===== src/rtl/psi_pkg.sv =====
package psi_pkg;

  // ******************************************************
  // register map
  // ******************************************************
  localparam logic [4:0] ADDR_BASIC_STATUS = 5'h01;
  localparam logic [4:0] ADDR_ID_UPPER     = 5'h02;
  localparam logic [4:0] ADDR_ID_LOWER     = 5'h03;

  // ******************************************************
  // basic status field positions
  // ******************************************************
  localparam int unsigned BS_PRE_SUPP_BIT = 6;
  localparam int unsigned BS_NEG_DONE_BIT = 5;
  localparam int unsigned BS_RFAULT_BIT   = 4;
  localparam int unsigned BS_LINK_BIT     = 2;
  localparam int unsigned BS_JABBER_BIT   = 1;
  localparam int unsigned BS_EXT_CAP_BIT  = 0;

  // constant part: bits 15..11, 10..7 and 3 read zero
  localparam logic [15:0] BS_FIXED_ZERO_MASK = 16'hff88;

  // ******************************************************
  // latched bit reset values
  // ******************************************************
  localparam logic RFAULT_RST = 1'b0;
  localparam logic LINK_RST   = 1'b1;
  localparam logic JABBER_RST = 1'b0;

  // ******************************************************
  // identifier layout
  // ******************************************************
  localparam int unsigned OUI_W      = 22;
  localparam int unsigned MODEL_W    = 6;
  localparam int unsigned REV_W      = 4;
  localparam int unsigned OUI_HI_MSB = 21;
  localparam int unsigned OUI_HI_LSB = 6;
  localparam int unsigned OUI_LO_MSB = 5;

  // ******************************************************
  // management frame
  // ******************************************************
  localparam logic [5:0] PREAMBLE_LEN = 6'h20;
  localparam logic [5:0] HDR_BITS     = 6'h0c;
  localparam logic [5:0] DATA_BITS    = 6'h10;
  localparam logic [1:0] OP_READ      = 2'h2;
  localparam logic [1:0] OP_WRITE     = 2'h1;
  localparam logic [1:0] TA_WRITE     = 2'h2;
  localparam int unsigned PHY_ADDR_W  = 4;

  typedef enum logic [2:0] {
    PSI_IDLE  = 3'b000,
    PSI_START = 3'b001,
    PSI_HDR   = 3'b010,
    PSI_TA    = 3'b011,
    PSI_DATA  = 3'b100
  } psi_state_t;

endpackage


===== src/rtl/psi_reg_if.sv =====
`timescale 1ns/1ns
`default_nettype none

interface psi_reg_if;
  logic        rd_stb;
  logic [4:0]  addr;
  logic [15:0] rdata;

  modport master (
    output rd_stb,
    output addr,
    input  rdata
  );

  modport bank (
    input  rd_stb,
    input  addr,
    output rdata
  );
endinterface

`default_nettype wire


===== src/rtl/psi_status_regs.sv =====
`timescale 1ns/1ns
`default_nettype none

// Functional notes
// - bit 15 always reads zero
// - bits 14 to 11 always read zero
// - preamble suppression; 32 ones after reset/errors
// - negotiation complete bit reads one
// - remote fault latches high, clears on read
// - negotiation ability bit reads zero
// - link bit latches low until read
// - jabber bit latches high until read
// - extended capability bit reads one
// - upper identifier holds organization bits 21:6
// - lower identifier: organization, model, revision
// - latched-high bits hold until read
// - latched-low bits hold low until read, then reload from link_up
module psi_status_regs #(
  parameter logic [psi_pkg::OUI_W-1:0]   OUI_VALUE   = 22'h2a5a5c,
  parameter logic [psi_pkg::MODEL_W-1:0] MODEL_VALUE = 6'h1c,
  parameter logic [psi_pkg::REV_W-1:0]   REV_VALUE   = 4'h7,
  parameter int unsigned                 ADDR_W      = psi_pkg::PHY_ADDR_W
) (
  input  wire logic              mclk,
  input  wire logic              rst_n,
  input  wire logic              mdc,
  input  wire logic              mdio_in,
  output var  logic              mdio_out,
  output var  logic              mdio_oe,
  input  wire logic [ADDR_W-1:0] phy_addr_strap,
  input  wire logic              sw_clear,
  input  wire logic              link_up,
  input  wire logic              remote_fault,
  input  wire logic              jabber
);
  import psi_pkg::*;
  if (ADDR_W < 1 || ADDR_W > 5)
  begin
    $error("phy address width must be 1 to 5");
  end

  // ******************************************************
  // reset and input synchronisers
  // ******************************************************
  logic              rst_s1;
  logic              rst_sync_n;
  logic              mdc_s1;
  logic              mdc_s2;
  logic              mdc_s3;
  logic              mdio_s1;
  logic              mdio_s2;
  logic [ADDR_W-1:0] strap_s1;
  logic [ADDR_W-1:0] strap_s2;
  logic [1:0]        cap_cnt_reg;
  logic [ADDR_W-1:0] phy_addr_reg;
  always_ff @(posedge mclk or negedge rst_n)
  begin
    if (!rst_n)
    begin
      rst_s1     <= 1'b0;
      rst_sync_n <= 1'b0;
    end
    else
    begin
      rst_s1     <= 1'b1;
      rst_sync_n <= rst_s1;
    end
  end

  // strap is caught once, after the synchroniser has filled
  always_ff @(posedge mclk or negedge rst_sync_n)
  begin
    if (!rst_sync_n)
    begin
      mdc_s1       <= 1'b0;
      mdc_s2       <= 1'b0;
      mdc_s3       <= 1'b0;
      mdio_s1      <= 1'b1;
      mdio_s2      <= 1'b1;
      strap_s1     <= '0;
      strap_s2     <= '0;
      cap_cnt_reg  <= 2'h0;
      phy_addr_reg <= '0;
    end
    else
    begin
      mdc_s1   <= mdc;
      mdc_s2   <= mdc_s1;
      mdc_s3   <= mdc_s2;
      mdio_s1  <= mdio_in;
      mdio_s2  <= mdio_s1;
      strap_s1 <= phy_addr_strap;
      strap_s2 <= strap_s1;
      if (cap_cnt_reg != 2'h3)
        cap_cnt_reg <= cap_cnt_reg + 2'h1;
      if (cap_cnt_reg == 2'h2)
        phy_addr_reg <= strap_s2;
    end
  end
  // ******************************************************
  // management frame engine
  // ******************************************************
  psi_reg_if  reg_bus ();
  psi_state_t  state_reg;
  psi_state_t  state_next;
  logic [5:0]  cnt_reg;
  logic [5:0]  cnt_next;
  logic        pre_ok_reg;
  logic        pre_ok_next;
  logic [11:0] hdr_reg;
  logic [11:0] hdr_next;
  logic [15:0] shift_reg;
  logic [15:0] shift_next;
  logic        is_read_reg;
  logic        is_read_next;
  logic        mine_reg;
  logic        mine_next;
  logic        ta_first_reg;
  logic        ta_first_next;
  logic        rd_stb_reg;
  logic        rd_stb_next;
  logic        out_next;
  logic        oe_next;
  logic        mdc_rise;
  logic        bit_in;
  logic [11:0] hdr_full;
  logic [1:0]  hdr_op;
  logic        op_valid;
  logic        addr_match;
  logic        drive;
  assign mdc_rise   = mdc_s2 & ~mdc_s3;
  assign bit_in     = mdio_s2;
  assign hdr_full   = {hdr_reg[10:0], bit_in};
  assign hdr_op     = hdr_full[11:10];
  assign op_valid   = (hdr_op == OP_READ) || (hdr_op == OP_WRITE);
  assign addr_match = hdr_full[9:5] == 5'(phy_addr_reg);
  assign drive      = is_read_reg & mine_reg;
  assign reg_bus.rd_stb = rd_stb_reg;
  assign reg_bus.addr   = hdr_reg[4:0];
  always_comb
  begin
    state_next    = state_reg;
    cnt_next      = cnt_reg;
    pre_ok_next   = pre_ok_reg;
    hdr_next      = hdr_reg;
    shift_next    = shift_reg;
    is_read_next  = is_read_reg;
    mine_next     = mine_reg;
    ta_first_next = ta_first_reg;
    rd_stb_next   = 1'b0;
    out_next      = mdio_out;
    oe_next       = mdio_oe;
    // read data is snapshotted the cycle the bank sees the strobe
    if (rd_stb_reg)
      shift_next = reg_bus.rdata;
    if (mdc_rise)
    begin
      unique case (state_reg)
        PSI_IDLE:
        begin
          if (bit_in && !pre_ok_reg)
          begin
            if (cnt_reg == PREAMBLE_LEN - 6'h01)
              pre_ok_next = 1'b1;
            cnt_next = cnt_reg + 6'h01;
          end
          else if (!bit_in && pre_ok_reg)
            state_next = PSI_START;
          else if (!bit_in)
            cnt_next = 6'h00;
        end
        PSI_START:
        begin
          cnt_next   = 6'h00;
          state_next = bit_in ? PSI_HDR : PSI_IDLE;
        end
        PSI_HDR:
        begin
          hdr_next = hdr_full;
          cnt_next = cnt_reg + 6'h01;
          if (cnt_reg == HDR_BITS - 6'h01)
          begin
            cnt_next = 6'h00;
            if (!op_valid)
            begin
              pre_ok_next = 1'b0;
              state_next  = PSI_IDLE;
            end
            else
            begin
              state_next   = PSI_TA;
              is_read_next = hdr_op == OP_READ;
              mine_next    = addr_match;
              rd_stb_next  = (hdr_op == OP_READ) && addr_match;
            end
          end
        end
        PSI_TA:
        begin
          cnt_next = cnt_reg + 6'h01;
          if (cnt_reg == 6'h00)
          begin
            ta_first_next = bit_in;
            oe_next       = drive;
            out_next      = 1'b0;
          end
          else if (!is_read_reg && {ta_first_reg, bit_in} != TA_WRITE)
          begin
            pre_ok_next = 1'b0;
            cnt_next    = 6'h00;
            state_next  = PSI_IDLE;
          end
          else
          begin
            cnt_next   = 6'h00;
            state_next = PSI_DATA;
            if (drive)
            begin
              out_next   = shift_reg[15];
              shift_next = {shift_reg[14:0], 1'b0};
            end
          end
        end
        PSI_DATA:
        begin
          cnt_next = cnt_reg + 6'h01;
          if (cnt_reg == DATA_BITS - 6'h01)
          begin
            // write data is dropped: nothing here is writable
            cnt_next   = 6'h00;
            oe_next    = 1'b0;
            state_next = PSI_IDLE;
          end
          else if (drive)
          begin
            out_next   = shift_reg[15];
            shift_next = {shift_reg[14:0], 1'b0};
          end
        end
        default:
        begin
          cnt_next   = 6'h00;
          oe_next    = 1'b0;
          state_next = PSI_IDLE;
        end
      endcase
    end
  end
  always_ff @(posedge mclk or negedge rst_sync_n)
  begin
    if (!rst_sync_n)
    begin
      state_reg    <= PSI_IDLE;
      cnt_reg      <= 6'h00;
      pre_ok_reg   <= 1'b0;
      hdr_reg      <= 12'h000;
      shift_reg    <= 16'h0000;
      is_read_reg  <= 1'b0;
      mine_reg     <= 1'b0;
      ta_first_reg <= 1'b0;
      rd_stb_reg   <= 1'b0;
      mdio_out     <= 1'b0;
      mdio_oe      <= 1'b0;
    end
    else
    begin
      state_reg    <= state_next;
      cnt_reg      <= cnt_next;
      pre_ok_reg   <= pre_ok_next;
      hdr_reg      <= hdr_next;
      shift_reg    <= shift_next;
      is_read_reg  <= is_read_next;
      mine_reg     <= mine_next;
      ta_first_reg <= ta_first_next;
      rd_stb_reg   <= rd_stb_next;
      mdio_out     <= out_next;
      mdio_oe      <= oe_next;
    end
  end
  // ******************************************************
  // register bank
  // ******************************************************
  psi_bank #(
    .OUI_VALUE   (OUI_VALUE),
    .MODEL_VALUE (MODEL_VALUE),
    .REV_VALUE   (REV_VALUE)
  ) u_bank (
    .mclk         (mclk),
    .rst_n        (rst_sync_n),
    .sw_clear     (sw_clear),
    .link_up      (link_up),
    .remote_fault (remote_fault),
    .jabber       (jabber),
    .bus          (reg_bus.bank)
  );
endmodule

`default_nettype wire


===== src/rtl/psi_bank.sv =====
`timescale 1ns/1ns
`default_nettype none

module psi_bank #(
  parameter logic [psi_pkg::OUI_W-1:0]   OUI_VALUE   = 22'h2a5a5c,
  parameter logic [psi_pkg::MODEL_W-1:0] MODEL_VALUE = 6'h1c,
  parameter logic [psi_pkg::REV_W-1:0]   REV_VALUE   = 4'h7
) (
  input  wire logic  mclk,
  input  wire logic  rst_n,
  input  wire logic  sw_clear,
  input  wire logic  link_up,
  input  wire logic  remote_fault,
  input  wire logic  jabber,
  psi_reg_if.bank    bus
);
  import psi_pkg::*;

  logic        rfault_reg;
  logic        link_reg;
  logic        jabber_reg;
  logic        rfault_next;
  logic        link_next;
  logic        jabber_next;
  logic        read_status;
  logic [15:0] status_word;
  logic [15:0] id_upper_word;
  logic [15:0] id_lower_word;

  // ******************************************************
  // latched status bits
  // ******************************************************
  assign read_status = bus.rd_stb && (bus.addr == ADDR_BASIC_STATUS);

  // an event in the read cycle reloads the latch, so only a coincident sw_clear loses it
  assign rfault_next = sw_clear    ? RFAULT_RST :
                       read_status ? remote_fault :
                       (rfault_reg | remote_fault);
  assign jabber_next = sw_clear    ? JABBER_RST :
                       read_status ? jabber :
                       (jabber_reg | jabber);
  // a drop during the read cycle still lands as zero
  assign link_next   = sw_clear    ? LINK_RST :
                       read_status ? link_up :
                       (link_reg & link_up);

  always_ff @(posedge mclk or negedge rst_n)
  begin
    if (!rst_n)
    begin
      rfault_reg <= RFAULT_RST;
      link_reg   <= LINK_RST;
      jabber_reg <= JABBER_RST;
    end
    else
    begin
      rfault_reg <= rfault_next;
      link_reg   <= link_next;
      jabber_reg <= jabber_next;
    end
  end

  // ******************************************************
  // read words
  // ******************************************************
  assign status_word = (16'h0000 & BS_FIXED_ZERO_MASK)
                     | (16'h0001 << BS_PRE_SUPP_BIT)
                     | (16'h0001 << BS_NEG_DONE_BIT)
                     | (16'(rfault_reg) << BS_RFAULT_BIT)
                     | (16'(link_reg) << BS_LINK_BIT)
                     | (16'(jabber_reg) << BS_JABBER_BIT)
                     | (16'h0001 << BS_EXT_CAP_BIT);

  assign id_upper_word = OUI_VALUE[OUI_HI_MSB:OUI_HI_LSB];
  assign id_lower_word = {OUI_VALUE[OUI_LO_MSB:0],
                          MODEL_VALUE, REV_VALUE};

  // unmapped addresses read zero
  assign bus.rdata = (bus.addr == ADDR_BASIC_STATUS) ? status_word   :
                     (bus.addr == ADDR_ID_UPPER)     ? id_upper_word :
                     (bus.addr == ADDR_ID_LOWER)     ? id_lower_word :
                     16'h0000;

endmodule

`default_nettype wire


===== config.mk =====
export PLATFORM = sky130hd
export DESIGN_NAME = psi_status_regs
export DESIGN_NICKNAME = d
export VERILOG_FILES = /design/src/rtl/psi_pkg.sv /design/src/rtl/psi_reg_if.sv /design/src/rtl/psi_status_regs.sv /design/src/rtl/psi_bank.sv
export SDC_FILE = /design/constraint.sdc
export NUM_CORES = 1
export LEC_CHECK = 0
export BUFFER_PORTS_ARGS = -buffer_cell sky130_fd_sc_hd__clkbuf_2
export CAP_MARGIN = 40
export CORE_ASPECT_RATIO = 1.5
export CORE_MARGIN = 2
export CORE_UTILIZATION = 40
export DETAILED_ROUTE_END_ITERATION = 12
export GPL_TIMING_DRIVEN = 0
export PLACE_DENSITY = 0.58
export REMOVE_ABC_BUFFERS = 1
export SLEW_MARGIN = 20
export SYNTH_ARGS = -nofsm -noshare
export SYNTH_HDL_FRONTEND = slang
export SYNTH_SLANG_ARGS = --single-unit

===== constraint.sdc =====
create_clock -name mclk -period 4.6 [get_ports mclk]
set_input_delay 0.69 -clock mclk [delete_from_list [all_inputs] [get_ports mclk]]
set_output_delay 0.69 -clock mclk [all_outputs]
set_load 0.02 [all_outputs]

### Yosys cells after proc, flatten, opt, wreduce, memory -nomap -nowiden

Index checks and enable logic that the tools add are counted.
W data, S select, Z words.

| word-level totals | value |
|---|---|
| flip-flop bits (word level) | 67 |
| input bits | 12 |
| output and inout port bits | 2 |
| logic and storage cells | 139 |

| cells by class | value |
|---|---|
| add/subtract/negate cells | 2 |
| equality and inequality tests | 30 |
| multiplexer cells | 51 |
| bitwise logic cells | 9 |
| reduce and logical (&&, ||, !) cells | 22 |

Operators with widths:

| operator | number |
|---|---|
| $mux W16 | 8 |
| $mux W6 | 6 |
| $pmux W16 S2 | 1 |
| $ne A2 B2 Y1 const B | 13 |
| $pmux W6 S4 | 1 |
| $mux W1 | 22 |
| $mux W3 | 6 |
| $or A16 B2 Y16 | 1 |
| $mux W15 | 1 |
| $pmux W3 S5 | 1 |
| $eq A6 B4 Y1 const B | 2 |
| $reduce_and A4 Y1 | 3 |
| $eq A5 B2 Y1 const B | 2 |
| $ne A3 B3 Y1 const B | 3 |
| $reduce_and A8 Y1 | 1 |
| $or A7 B3 Y7 | 1 |
| $add A6 B1 Y6 const B | 1 |
| $eq A3 B2 Y1 const B | 2 |
| $eq A6 B5 Y1 const B | 1 |
| $logic_not A6 Y1 | 1 |
| $pmux W1 S3 | 2 |
| $reduce_and A3 Y1 | 2 |
| $reduce_and A6 Y1 | 1 |
| $eq A5 B1 Y1 const B | 1 |
| 19 further kinds | 31 |

### Logic depth before layout (Yosys ltp)

Gate-level depths: netlist of run 1.

| logic depth | value |
|---|---|
| word-level depth | 10 |
| mapped depth | 8 |
| gate-level depth less buffers | 7 |

### Hierarchy

A second synthesis of run 1 with hierarchy kept.

| unflattened totals | value |
|---|---|
| cells, all modules | 277 |
| area, all modules | 3330.7 µm² |

Modules (own cells, without submodules):

| module | instances | cells an instance | area each (µm²) | sequential area each (µm²) |
|---|---|---|---|---|
| psi_status_regs | 1 | 246 | 3035.4 | 1604.0 |
| psi_bank | 1 | 31 | 295.3 | 76.3 |

### Worst setup path before layout of run 1

No wires, ideal clock.

| timing path | value |
|---|---|
| kind | register to register |
| start point | reg cnt_reg[4] |
| end point | reg state_reg[2] |
| setup time | 125 ps |
| arrival | 1669 ps |
| required time | 4475 ps |
| path slack | 2807 ps |
| cell stages (with the launch flop) | 7 |
| path buffers | 1 |
| clock period less this slack | 1793 ps |
| cell sequence | dfrtp_1 -> buf_6 -> or3_4 -> nor3_4 -> a21oi_1 -> nand3_1 -> mux2_2 |

| between the ends | value |
|---|---|
| word-level cells in the longest chain between the ends | 3 |
| elaborated cells on any way between the ends | 7 |
| those cells by class | eq/ne: 5; reduce/logical: 2 |

RTL lines:

| what | line | text |
|---|---|---|
| from (decl) | psi_status_regs.sv:106 | `logic [5:0] cnt_reg;` |
| from (signal assigned) | psi_status_regs.sv:268 | `cnt_reg <= cnt_next;` |
| $eq A6 B4 Y1, or another cell as far along | psi_status_regs.sv:181 | `if (cnt_reg == HDR_BITS - 6'h01)` |
| $ne A2 B2 Y1 (no line) | n/a |  |
| $reduce_and A6 Y1 (no line) (*) | n/a |  |
| to (signal assigned) | psi_status_regs.sv:267 | `state_reg <= state_next;` |
| to (decl) | psi_status_regs.sv:104 | `psi_state_t state_reg;` |

Every way passes the cells marked *; elsewhere a longest branch is shown, timed or not.
A chain may end at the register's enable or synchronous reset.

### Worst setup path after layout of run 1

| timing path | value |
|---|---|
| start point | reg mdc_s2 |
| end point | reg mine_reg |

| between the ends | value |
|---|---|
| word-level cells in the longest chain between the ends | 2 |

RTL lines:

| what | line | text |
|---|---|---|
| from (decl) | psi_status_regs.sv:48 | `logic mdc_s2;` |
| from (signal assigned) | psi_status_regs.sv:88 | `mdc_s2 <= mdc_s1;` |
| $and A1 B1 Y1 | psi_status_regs.sv:131 | `assign mdc_rise = mdc_s2 & ~mdc_s3;` |
| $reduce_and A4 Y1 (no line) | n/a |  |
| to (signal assigned) | psi_status_regs.sv:273 | `mine_reg <= mine_next;` |
| to (decl) | psi_status_regs.sv:116 | `logic mine_reg;` |

No other way between the ends.

==> impl_metrics.tcl, run 1 <==
set metrics [dict create \
    place_congestion 0.8183 \
    wl_met1_um 2458 \
    endpoint_kind "register" \
    vias_per_cell 5.195 \
    hold_path.class "primary input to async pin" \
    critPathMaxFanout 13 \
    syn_area_per_cell_um2 10.98 \
    clk_pin_slew_worst_paths_ns 0.07 \
    vias 2052 \
    dieWidth_um 74.94 \
    synthCells 275 \
    die_h_um 110.4 \
    async_reset_ff_share_pct 100.0 \
    highest_layer "met4" \
    rows 38 \
    stdcell_count 395 \
    dp_cells 379 \
    cts_tree "yes" \
    wl_per_cell_um 13.70 \
    io_buffer_count 13 \
    htreeDepth 3 \
    power_leakage_nw 1.609 \
    post-dp-hpwl_um 3721 \
    first_pass_iters 5 \
    cts_setup_buffers 0 \
    fin_setup_tns_ns 0 \
    cp-start-kind "register" \
    fillers 690 \
    power_density_nw_per_um2 361.8 \
    io_pins 14 \
    fin_skew_ns 0.009225 \
    postLayoutCoreUtil_pct 47.27 \
    synth.top_cell.area_share_pct 53.05 \
    synth_seq_cells 67 \
    timing.final.crit_share_pct 48.41 \
    met3_length_um 145 \
    maxSlewHeadroom_pct 61.41 \
    die-area_um2 8273 \
    synth_common_cells "64 x dfrtp_1, 20 x nand2_1, 18 x mux2_2" \
    gr-total-overflow 0 \
    cts.root.buffer_cell "clkbuf_8" \
    rsz0062_at_grt "no" \
    ys_types 51 \
    ant_nets 0 \
    num_antenna_cells 0 \
    peakVddDrop_mv 0.3150 \
    crit_slowest_cell "nor3_1" \
    path_buf_inv 0 \
    syn_area_um2 3019 \
    layout.nets 307 \
    yosysTopAreaCell "dfrtp_1" \
    finalWorstSetupSlack_ns 2.373 \
    ys_seq_area_share_pct 55.66 \
    cts_buffers 9 \
    drc_errors 0 \
    met2_length_um 2666 \
    synthFlopType "dfrtp_1" \
    synth_edf_count 0 \
    cts.path.max_buffers 2 \
    first_iter_violations 98 \
    setup_viol 0 \
    crit_required_ns 4.83 \
    grt_max_degree 51 \
    multi_input_area_um2 1222 \
    synth_most_common_cell "dfrtp_1" \
    drv_cap 0 \
    grt_pass1_vias 2114 \
    crit_family "simple AND/OR/NAND/NOR gates" \
    dp_slack_ns 2.325 \
    gr-usage-all-layers_pct 15.18 \
    largest_register_ffs 16 \
    slew_violations 0 \
    cp.arrival_ns 2.46 \
    totalWireLength_um 5412 \
    start_util_pct 41.50 \
    final.min_clock_period_ns 2.227 \
    crit_chain "nor2b_1 -> nand2_1 -> nor3_1 -> mux2_2" \
    yosys-top-cells-area "dfrtp_1 53%, mux2_2 6.7%, dfstp_2 2.6%" \
    ctsHoldBuffers 0 \
    clk_latency_ns 0.34 \
    cts_resized 0 \
    critical_path_class "register to register" \
    cpPeakStageDelay_ns 0.48 \
    worst_slew_pin_slew_ns 0.5789 \
    antenna_found_initial 0 \
    seq_area_um2 1684 \
    max_freq_ghz 0.4490 \
    syn_to_final_growth_pct 13.88 \
    outcome "completed" \
    finalHoldViolations 0 \
    drive_above_1_share_pct 20.68 \
    yosysWarnings 0 \
    grt_pass1_wl_um 9653 \
    core_um2 7274 \
    cts.sinks 67 \
]
[worst paths after layout]
path / start / to / slack, ns / cells after the start
worst min register to register: rst_sync_n$_DFF_PN0_ / u_bank.jabber_reg$_DFF_PN0_ / 0.19 / 0
max in group asynchronous: rst_sync_n$_DFF_PN0_ / bit_in$_DFF_PN1_ / 3.85 / 1
worst max-delay path: mdc_s2$_DFF_PN0_ / mine_reg$_DFFE_PN0P_ / 2.37 / 4
worst min-delay path: rst_n / rst_sync_n$_DFF_PN0_ / 0.12 / 1
min in group mclk: strap_s1[0]$_DFF_PN0_ / strap_s2[0]$_DFF_PN0_ / 0.35 / 0
worst max register to register: mdc_s2$_DFF_PN0_ / mine_reg$_DFFE_PN0P_ / 2.37 / 4
[cell type report]
class	count	area share, %
Clock buffer	13	5.204
Clock inverter	3	1.965
Inverter	14	1.528
Multi-Input combinational cell	183	35.55
Sequential cell	67	48.98
Tap cell	100	3.639
Timing Repair Buffer	15	3.130
[logic make-up (layout without fill, tap and decap cells)]
kind of cell | count (synthesis) | in the layout | share of synthesized area, %
simple gates | 86 | 86 | 15.04
flops | 67 | 67 | 55.66
compound gates | 66 | 66 | 14.46
buf+inv | 25 | 45 | 3.854
mux | 19 | 19 | 7.045
xor+xnor | 6 | 6 | 1.741
fa+ha+maj | 5 | 5 | 2.072
other cells | 1 | 1 | 0.1242
[stage by stage]
stage	hold WS [ns]	total power [W]	area [um^2]
floorplan	0.3312	0.0006568	2955
global placement	0.3333	0.0006723	3146
detailed placement	0.1965	0.0006772	3192
CTS	0.1013	0.001264	3438
global route	0.1024	0.001295	3438
finish	0.1200	0.001244	3438
[worst reg2reg max path, cell delays in order (launching register included)]
cell and delay [ns]:
dfrtp_1 0.36, nor2b_1 0.45, nand2_1 0.44, nor3_1 0.49, mux2_2 0.38
[routing by layer]
layer | GRT usage, % | vias up
li1 | - | 1006
met2 | 23.16 | 28
met5 | 0 | -
met1 | 19.45 | 1006
met4 | 8.214 | 0
met3 | 3.558 | 12
[cells in the final DEF, fill, tap and decap left out, drive strengths merged, types with 6 or more instances in the layout]
master and n:
a21oi 16, a31oi 8, and3 7, clkbuf 26
dfrtp 64, inv 14, mux2 18, nand2 20
nand2b 6, nand3 10, nor2 16, nor3 13
o211ai 7, o21ai 14
[report_power, final]
group | switching, W | total (W) | internal, W
logic | 0.0000297 | 0.0000496 | 0.0000199
registers | 0.0000107 | 0.000615 | 0.000604
clock network | 0.000215 | 0.000579 | 0.000364
total | 0.000255 | 0.00124 | 0.000988
Power figures use the tool's default switching activity.
==> run 2, diff against run 1 <==
Settings changed: PLACE_DENSITY 0.58 to 0.6.
Clock period 4.6 ns to 2 ns, I/O delays scaled along.
==> run 2 against run 1 <==
  * Clock-buffer cell count grew 1
  * Sequential power grew 130%
  * Total power grew 100%
  * Clock skew grew 0.0060 ns
  * Hold slack lost 0.076 ns
  * Die area is the same
  * Non-clock buffer count grew 2
  * Final cell count grew 0.51%
  * Register-to-register slack lost 2.3 ns
  * Worst setup slack lost 2.3 ns
  * Highest routed layer unchanged
  * Final area shrank 0.25%
  * Critical path depth grew 1
==> impl_metrics.tcl, run 2 (synthesized netlist as in run 1, its figures left out) <==
set metrics [dict create \
    mostFrequentLayoutCells "60 x dfrtp_1, 19 x nand2_1, 18 x mux2_2, 16 x nor2_1" \
    max_freq_ghz 0.5274 \
    fin_skew_ns 0.01518 \
    clk_latency_ns 0.35 \
    grt_pass1_vias 2083 \
    timing.final.crit_share_pct 94.80 \
    power_density_nw_per_um2 740.0 \
    power_leakage_nw 1.612 \
    vias 2101 \
    postLayoutCoreUtil_pct 47.14 \
    die_h_um 110.4 \
    grt_pass1_wl_um 9577 \
    antenna_found_initial 0 \
    totalWireLength_um 5521 \
    critical_path_class "register to register" \
    rows 38 \
    final_common_cell "dfrtp_1" \
    cts.root.buffer_cell "clkbuf_8" \
    start_util_pct 41.50 \
    ant_nets 0 \
    htreeDepth 3 \
    core_um2 7274 \
    first_iter_violations 134 \
    setup_viol 0 \
    io_buffer_count 13 \
    wl_per_cell_um 13.91 \
    gr-usage-all-layers_pct 15.17 \
    post-dp-hpwl_um 3758 \
    cp-start-kind "register" \
    gr-total-overflow 0 \
    drv_cap 0 \
    syn_to_final_growth_pct 13.59 \
    outcome "completed" \
    layout.nets 309 \
    cts.path.max_buffers 2 \
    endpoint_kind "register" \
    finalHoldViolations 0 \
    rsz0062_at_grt "no" \
    fillers 688 \
    die-area_um2 8273 \
    cts.sinks 67 \
    place_congestion 0.8248 \
    cts_buffers 9 \
    cts_tree "yes" \
    dieWidth_um 74.94 \
    clk_pin_slew_worst_paths_ns 0.07 \
    drc_errors 0 \
    timing.hold.ws_ns 0.04409 \
    cp.arrival_ns 2.13 \
    vias_per_cell 5.292 \
    num_antenna_cells 0 \
    crit_required_ns 2.23 \
    ff2ff_path_depth 5 \
    slew_violations 0 \
    final.min_clock_period_ns 1.896 \
    hold_path.class "primary input to register" \
    largest_register_ffs 16 \
    first_pass_iters 4 \
    grt_max_degree 52 \
    holdPathStages 1 \
    io_pins 14 \
    peakVddDrop_mv 0.5655 \
    critPathMaxFanout 8 \
    drive_above_1_share_pct 22.90 \
]
run 2: metrics by stage:
step	area [um^2]	cells	setup TNS, ns	total power [W]	worst slack [ns]
floorplan	2955	264	-0.01101	0.001511	-0.003670
global placement	3146	377	-50.72	0.001546	-0.7434
detailed placement	3188	379	-1.395	0.001558	-0.2514
CTS	3398	397	0	0.002580	0.02702
global route	3430	397	0	0.002648	0.01555
finish	3430	397	0	0.002538	0.1040
run 2: power breakdown:
part	total [W]	internal [W]	switching [W]
registers	0.00141	0.00139	0.0000255
clock network	0.00100	0.000515	0.000490
logic	0.000118	0.0000484	0.0000695
run 2: final cells by class:
type,instances,area (um^2),area share (%)
inverter,14,52.55,1.532
sequential,67,1688,49.22
clock buffer,14,162.7,4.743
timing repair buffer,17,121.4,3.539
multi-input combinational,183,1270,37.03
tap,100,125.1,3.648
clock inverter,2,10.01,0.2919
run 2: per-layer routing:
metal | vias up | track usage [%] | wire length, um
li1 | 1010 | - | -
met1 | 1048 | 18.32 | 2362
met2 | 31 | 23.98 | 2842
met3 | 12 | 3.650 | 172
met4 | 0 | 8.571 | 143
met5 | - | 0 | 0
run 2: worst paths after layout:
| kind | start | endpoint | slack [ns] |
|---|---|---|---|
| setup / recovery | cnt_reg[4]$_DFFE_PN0P_ | state_reg[2]$_DFFE_PN0P_ | 0.10 |
| hold / removal | mdio_in | mdio_s1$_DFF_PN1_ | 0.04 |
| setup reg to reg | cnt_reg[4]$_DFFE_PN0P_ | state_reg[2]$_DFFE_PN0P_ | 0.10 |
| hold reg to reg | rst_sync_n$_DFF_PN0_ | shift_reg[0]$_DFF_PN0_ | 0.18 |
| max in group asynchronous | rst_sync_n$_DFF_PN0_ | mdio_s1$_DFF_PN1_ | 1.24 |
| min in group asynchronous | rst_sync_n$_DFF_PN0_ | shift_reg[0]$_DFF_PN0_ | 0.18 |
run 2: timing repair:
item / CTS / global route
gates resized for setup: 6 / 7
hold buffers: 1 / 0
setup endpoints to repair: 12 / 5
pin swaps: 1 / 1
setup buffers: 1 / 0
cloned: 0 / 0
endpoints found under the hold margin: 2 / 0
run 2: critical path: stages (launching register included):
cell	delay [ns]
dfrtp_1	0.48
or3_4	0.46
nor3_4	0.25
a21oi_2	0.10
nand3_1	0.16
mux2_2	0.34
==> run 3, diff against run 2 <==
Settings changed: ABC_CLOCK_PERIOD_IN_PS from default to 2000, CELL_PAD_IN_SITES_DETAIL_PLACEMENT from default to 0, CELL_PAD_IN_SITES_GLOBAL_PLACEMENT from default to 1, PLACE_DENSITY 0.6 to 0.71.
==> run 3 against run 2 <==
  * Die area is the same
  * First-iteration DRC count shrank 25%
  * Via count grew 0.33%
  * Clock-buffer cell count shrank 3
  * Register-to-register slack lost 0.05 ns
  * Largest cell class unchanged
==> impl_metrics.tcl, run 3 (synthesized netlist as in run 1, its figures left out) <==
set metrics [dict create \
    outcome "completed" \
    crit_chain "or3_4 -> nor3_4 -> a21oi_1 -> nand3_1 -> mux2_2" \
    drv_cap 0 \
    p_sw_w 0.0005957 \
    cp.arrival_ns 2.18 \
    critical_path_class "register to register" \
    core_um2 7274 \
    peakVddDrop_mv 0.5759 \
    drc_errors 0 \
    crit_required_ns 2.23 \
    rows 38 \
    power_frac_seq_pct 50.5 \
    drive_above_1_share_pct 25.41 \
    num_antenna_cells 0 \
    crit_slowest_cell "dfrtp_2" \
    final.min_clock_period_ns 1.945 \
    combPwrFrac_pct 4.3 \
    die-area_um2 8273 \
    io_pins 14 \
    grt_pass1_vias 2059 \
    finalHoldViolations 0 \
    start_util_pct 41.50 \
    cts.sinks 67 \
    post-dp-hpwl_um 3851 \
    layout.nets 315 \
    gr-total-overflow 0 \
    gr-usage-all-layers_pct 15.59 \
    vias 2108 \
    wl_per_cell_um 14.47 \
    final_common_cell "dfrtp_1" \
    htreeDepth 3 \
    clk_pin_slew_worst_paths_ns 0.07 \
    dp_cells 379 \
    cts_buffers 9 \
    place_congestion 0.7908 \
    crit_family "simple AND/OR/NAND/NOR gates" \
    clkPwrFrac_pct 45.2 \
    grt_max_degree 56 \
    totalWireLength_um 5831 \
    grt_pass1_wl_um 9777 \
    timing.hold.ws_ns 0.04274 \
    clk_latency_ns 0.35 \
    io_buffer_count 13 \
    hold_path.class "primary input to register" \
    antenna_found_initial 0 \
    timing.final.crit_share_pct 97.24 \
    dieWidth_um 74.94 \
    path_buf_inv 0 \
    cts.root.buffer_cell "clkbuf_8" \
    mostFrequentLayoutCells "59 x dfrtp_1, 19 x nand2_1, 18 x mux2_2, 16 x nor2_1, 15 x a21oi_1" \
    die_h_um 110.4 \
    postLayoutCoreUtil_pct 48.45 \
    syn_to_final_growth_pct 16.74 \
    largest_register_ffs 16 \
    first_iter_violations 100 \
    ant_nets 0 \
    vias_per_cell 5.231 \
    endpoint_kind "register" \
    fillers 676 \
    first_pass_iters 4 \
    stdcell_count 403 \
    power.total_w 0.002796 \
    power.internal_w 0.002201 \
    cts_tree "yes" \
    rsz0062_at_grt "no" \
    cts.path.max_buffers 2 \
    slew_violations 0 \
    power_density_nw_per_um2 793.3 \
    setup_viol 0 \
    critPathMaxFanout 8 \
    swShare_pct 21.30 \
    max_freq_ghz 0.5142 \
    power_leakage_nw 1.653 \
    cp-start-kind "register" \
    fin_skew_ns 0.006867 \
    cpPeakStageDelay_ns 0.48 \
]
-- run 3: worst paths after layout --
path | slack, ns | depth (start not counted) | endpoint | from
max | 0.06 | 5 | state_reg[2]$_DFFE_PN0P_ | cnt_reg[4]$_DFFE_PN0P_
min | 0.04 | 1 | mdio_s1$_DFF_PN1_ | mdio_in
max reg2reg | 0.06 | 5 | state_reg[2]$_DFFE_PN0P_ | cnt_reg[4]$_DFFE_PN0P_
min reg2reg | 0.17 | 0 | shift_reg[7]$_DFF_PN0_ | rst_sync_n$_DFF_PN0_
max in group asynchronous | 1.27 | 1 | mdio_s1$_DFF_PN1_ | rst_sync_n$_DFF_PN0_
min in group asynchronous | 0.17 | 0 | shift_reg[7]$_DFF_PN0_ | rst_sync_n$_DFF_PN0_
-- run 3: worst register-to-register path, stage by stage (launching register included) --
cell     delay [ns]
dfrtp_2        0.48
or3_4          0.45
nor3_4         0.25
a21oi_1        0.13
nand3_1        0.18
mux2_2         0.35
-- run 3: metal layers --
metal	track usage, %	vias up	routed length [um]
li1	-	1026	-
met5	0	-	0
met1	19.47	1028	2585
met2	23.74	39	2856
met4	9.167	0	201
met3	3.923	15	188
-- run 3: area by class of cell --
| class | count | area [um^2] | share of cell area (%) |
|---|---|---|---|
| clock buffers | 11 | 151.4 | 4.295 |
| clock inverters | 5 | 75.07 | 2.130 |
| inverters | 14 | 52.55 | 1.491 |
| multi-input cells | 184 | 1272 | 36.10 |
| flip-flops and latches | 67 | 1689 | 47.92 |
| well taps | 100 | 125.1 | 3.550 |
| repair buffers | 22 | 158.9 | 4.508 |
-- run 3: timing repair --
item,in CTS,in global routing
hold buffers,1,0
gates cloned,1,0
setup endpoints to repair,19,8
resized for setup,6,8
buffers inserted,2,4
pin swaps,2,1
hold endpoints to repair,2,0
-- run 3: metrics by stage --
step / TNS, ns / setup WS [ns] / area, um^2
after floorplan: -0.01101 / -0.003670 / 2955
after global placement: -52.65 / -0.7735 / 3146
after CTS: 0 / 0.009992 / 3471
final: 0 / 0.05515 / 3525
after global routing: 0 / 0.002041 / 3525
after detailed placement: -2.074 / -0.2578 / 3188
-- run 3: power by group through the flow --
stage | logic, W | clock network [W] | registers (W)
3_5_place_dp | 0.000121 | 0 | 0.00144
6_report | 0.000119 | 0.00126 | 0.00141
3_3_place_gp | 0.0000888 | 0 | 0.00146
4_1_cts | 0.000123 | 0.00131 | 0.00141
5_1_grt | 0.000138 | 0.00136 | 0.00142
2_1_floorplan | 0.0000649 | 0 | 0.00145
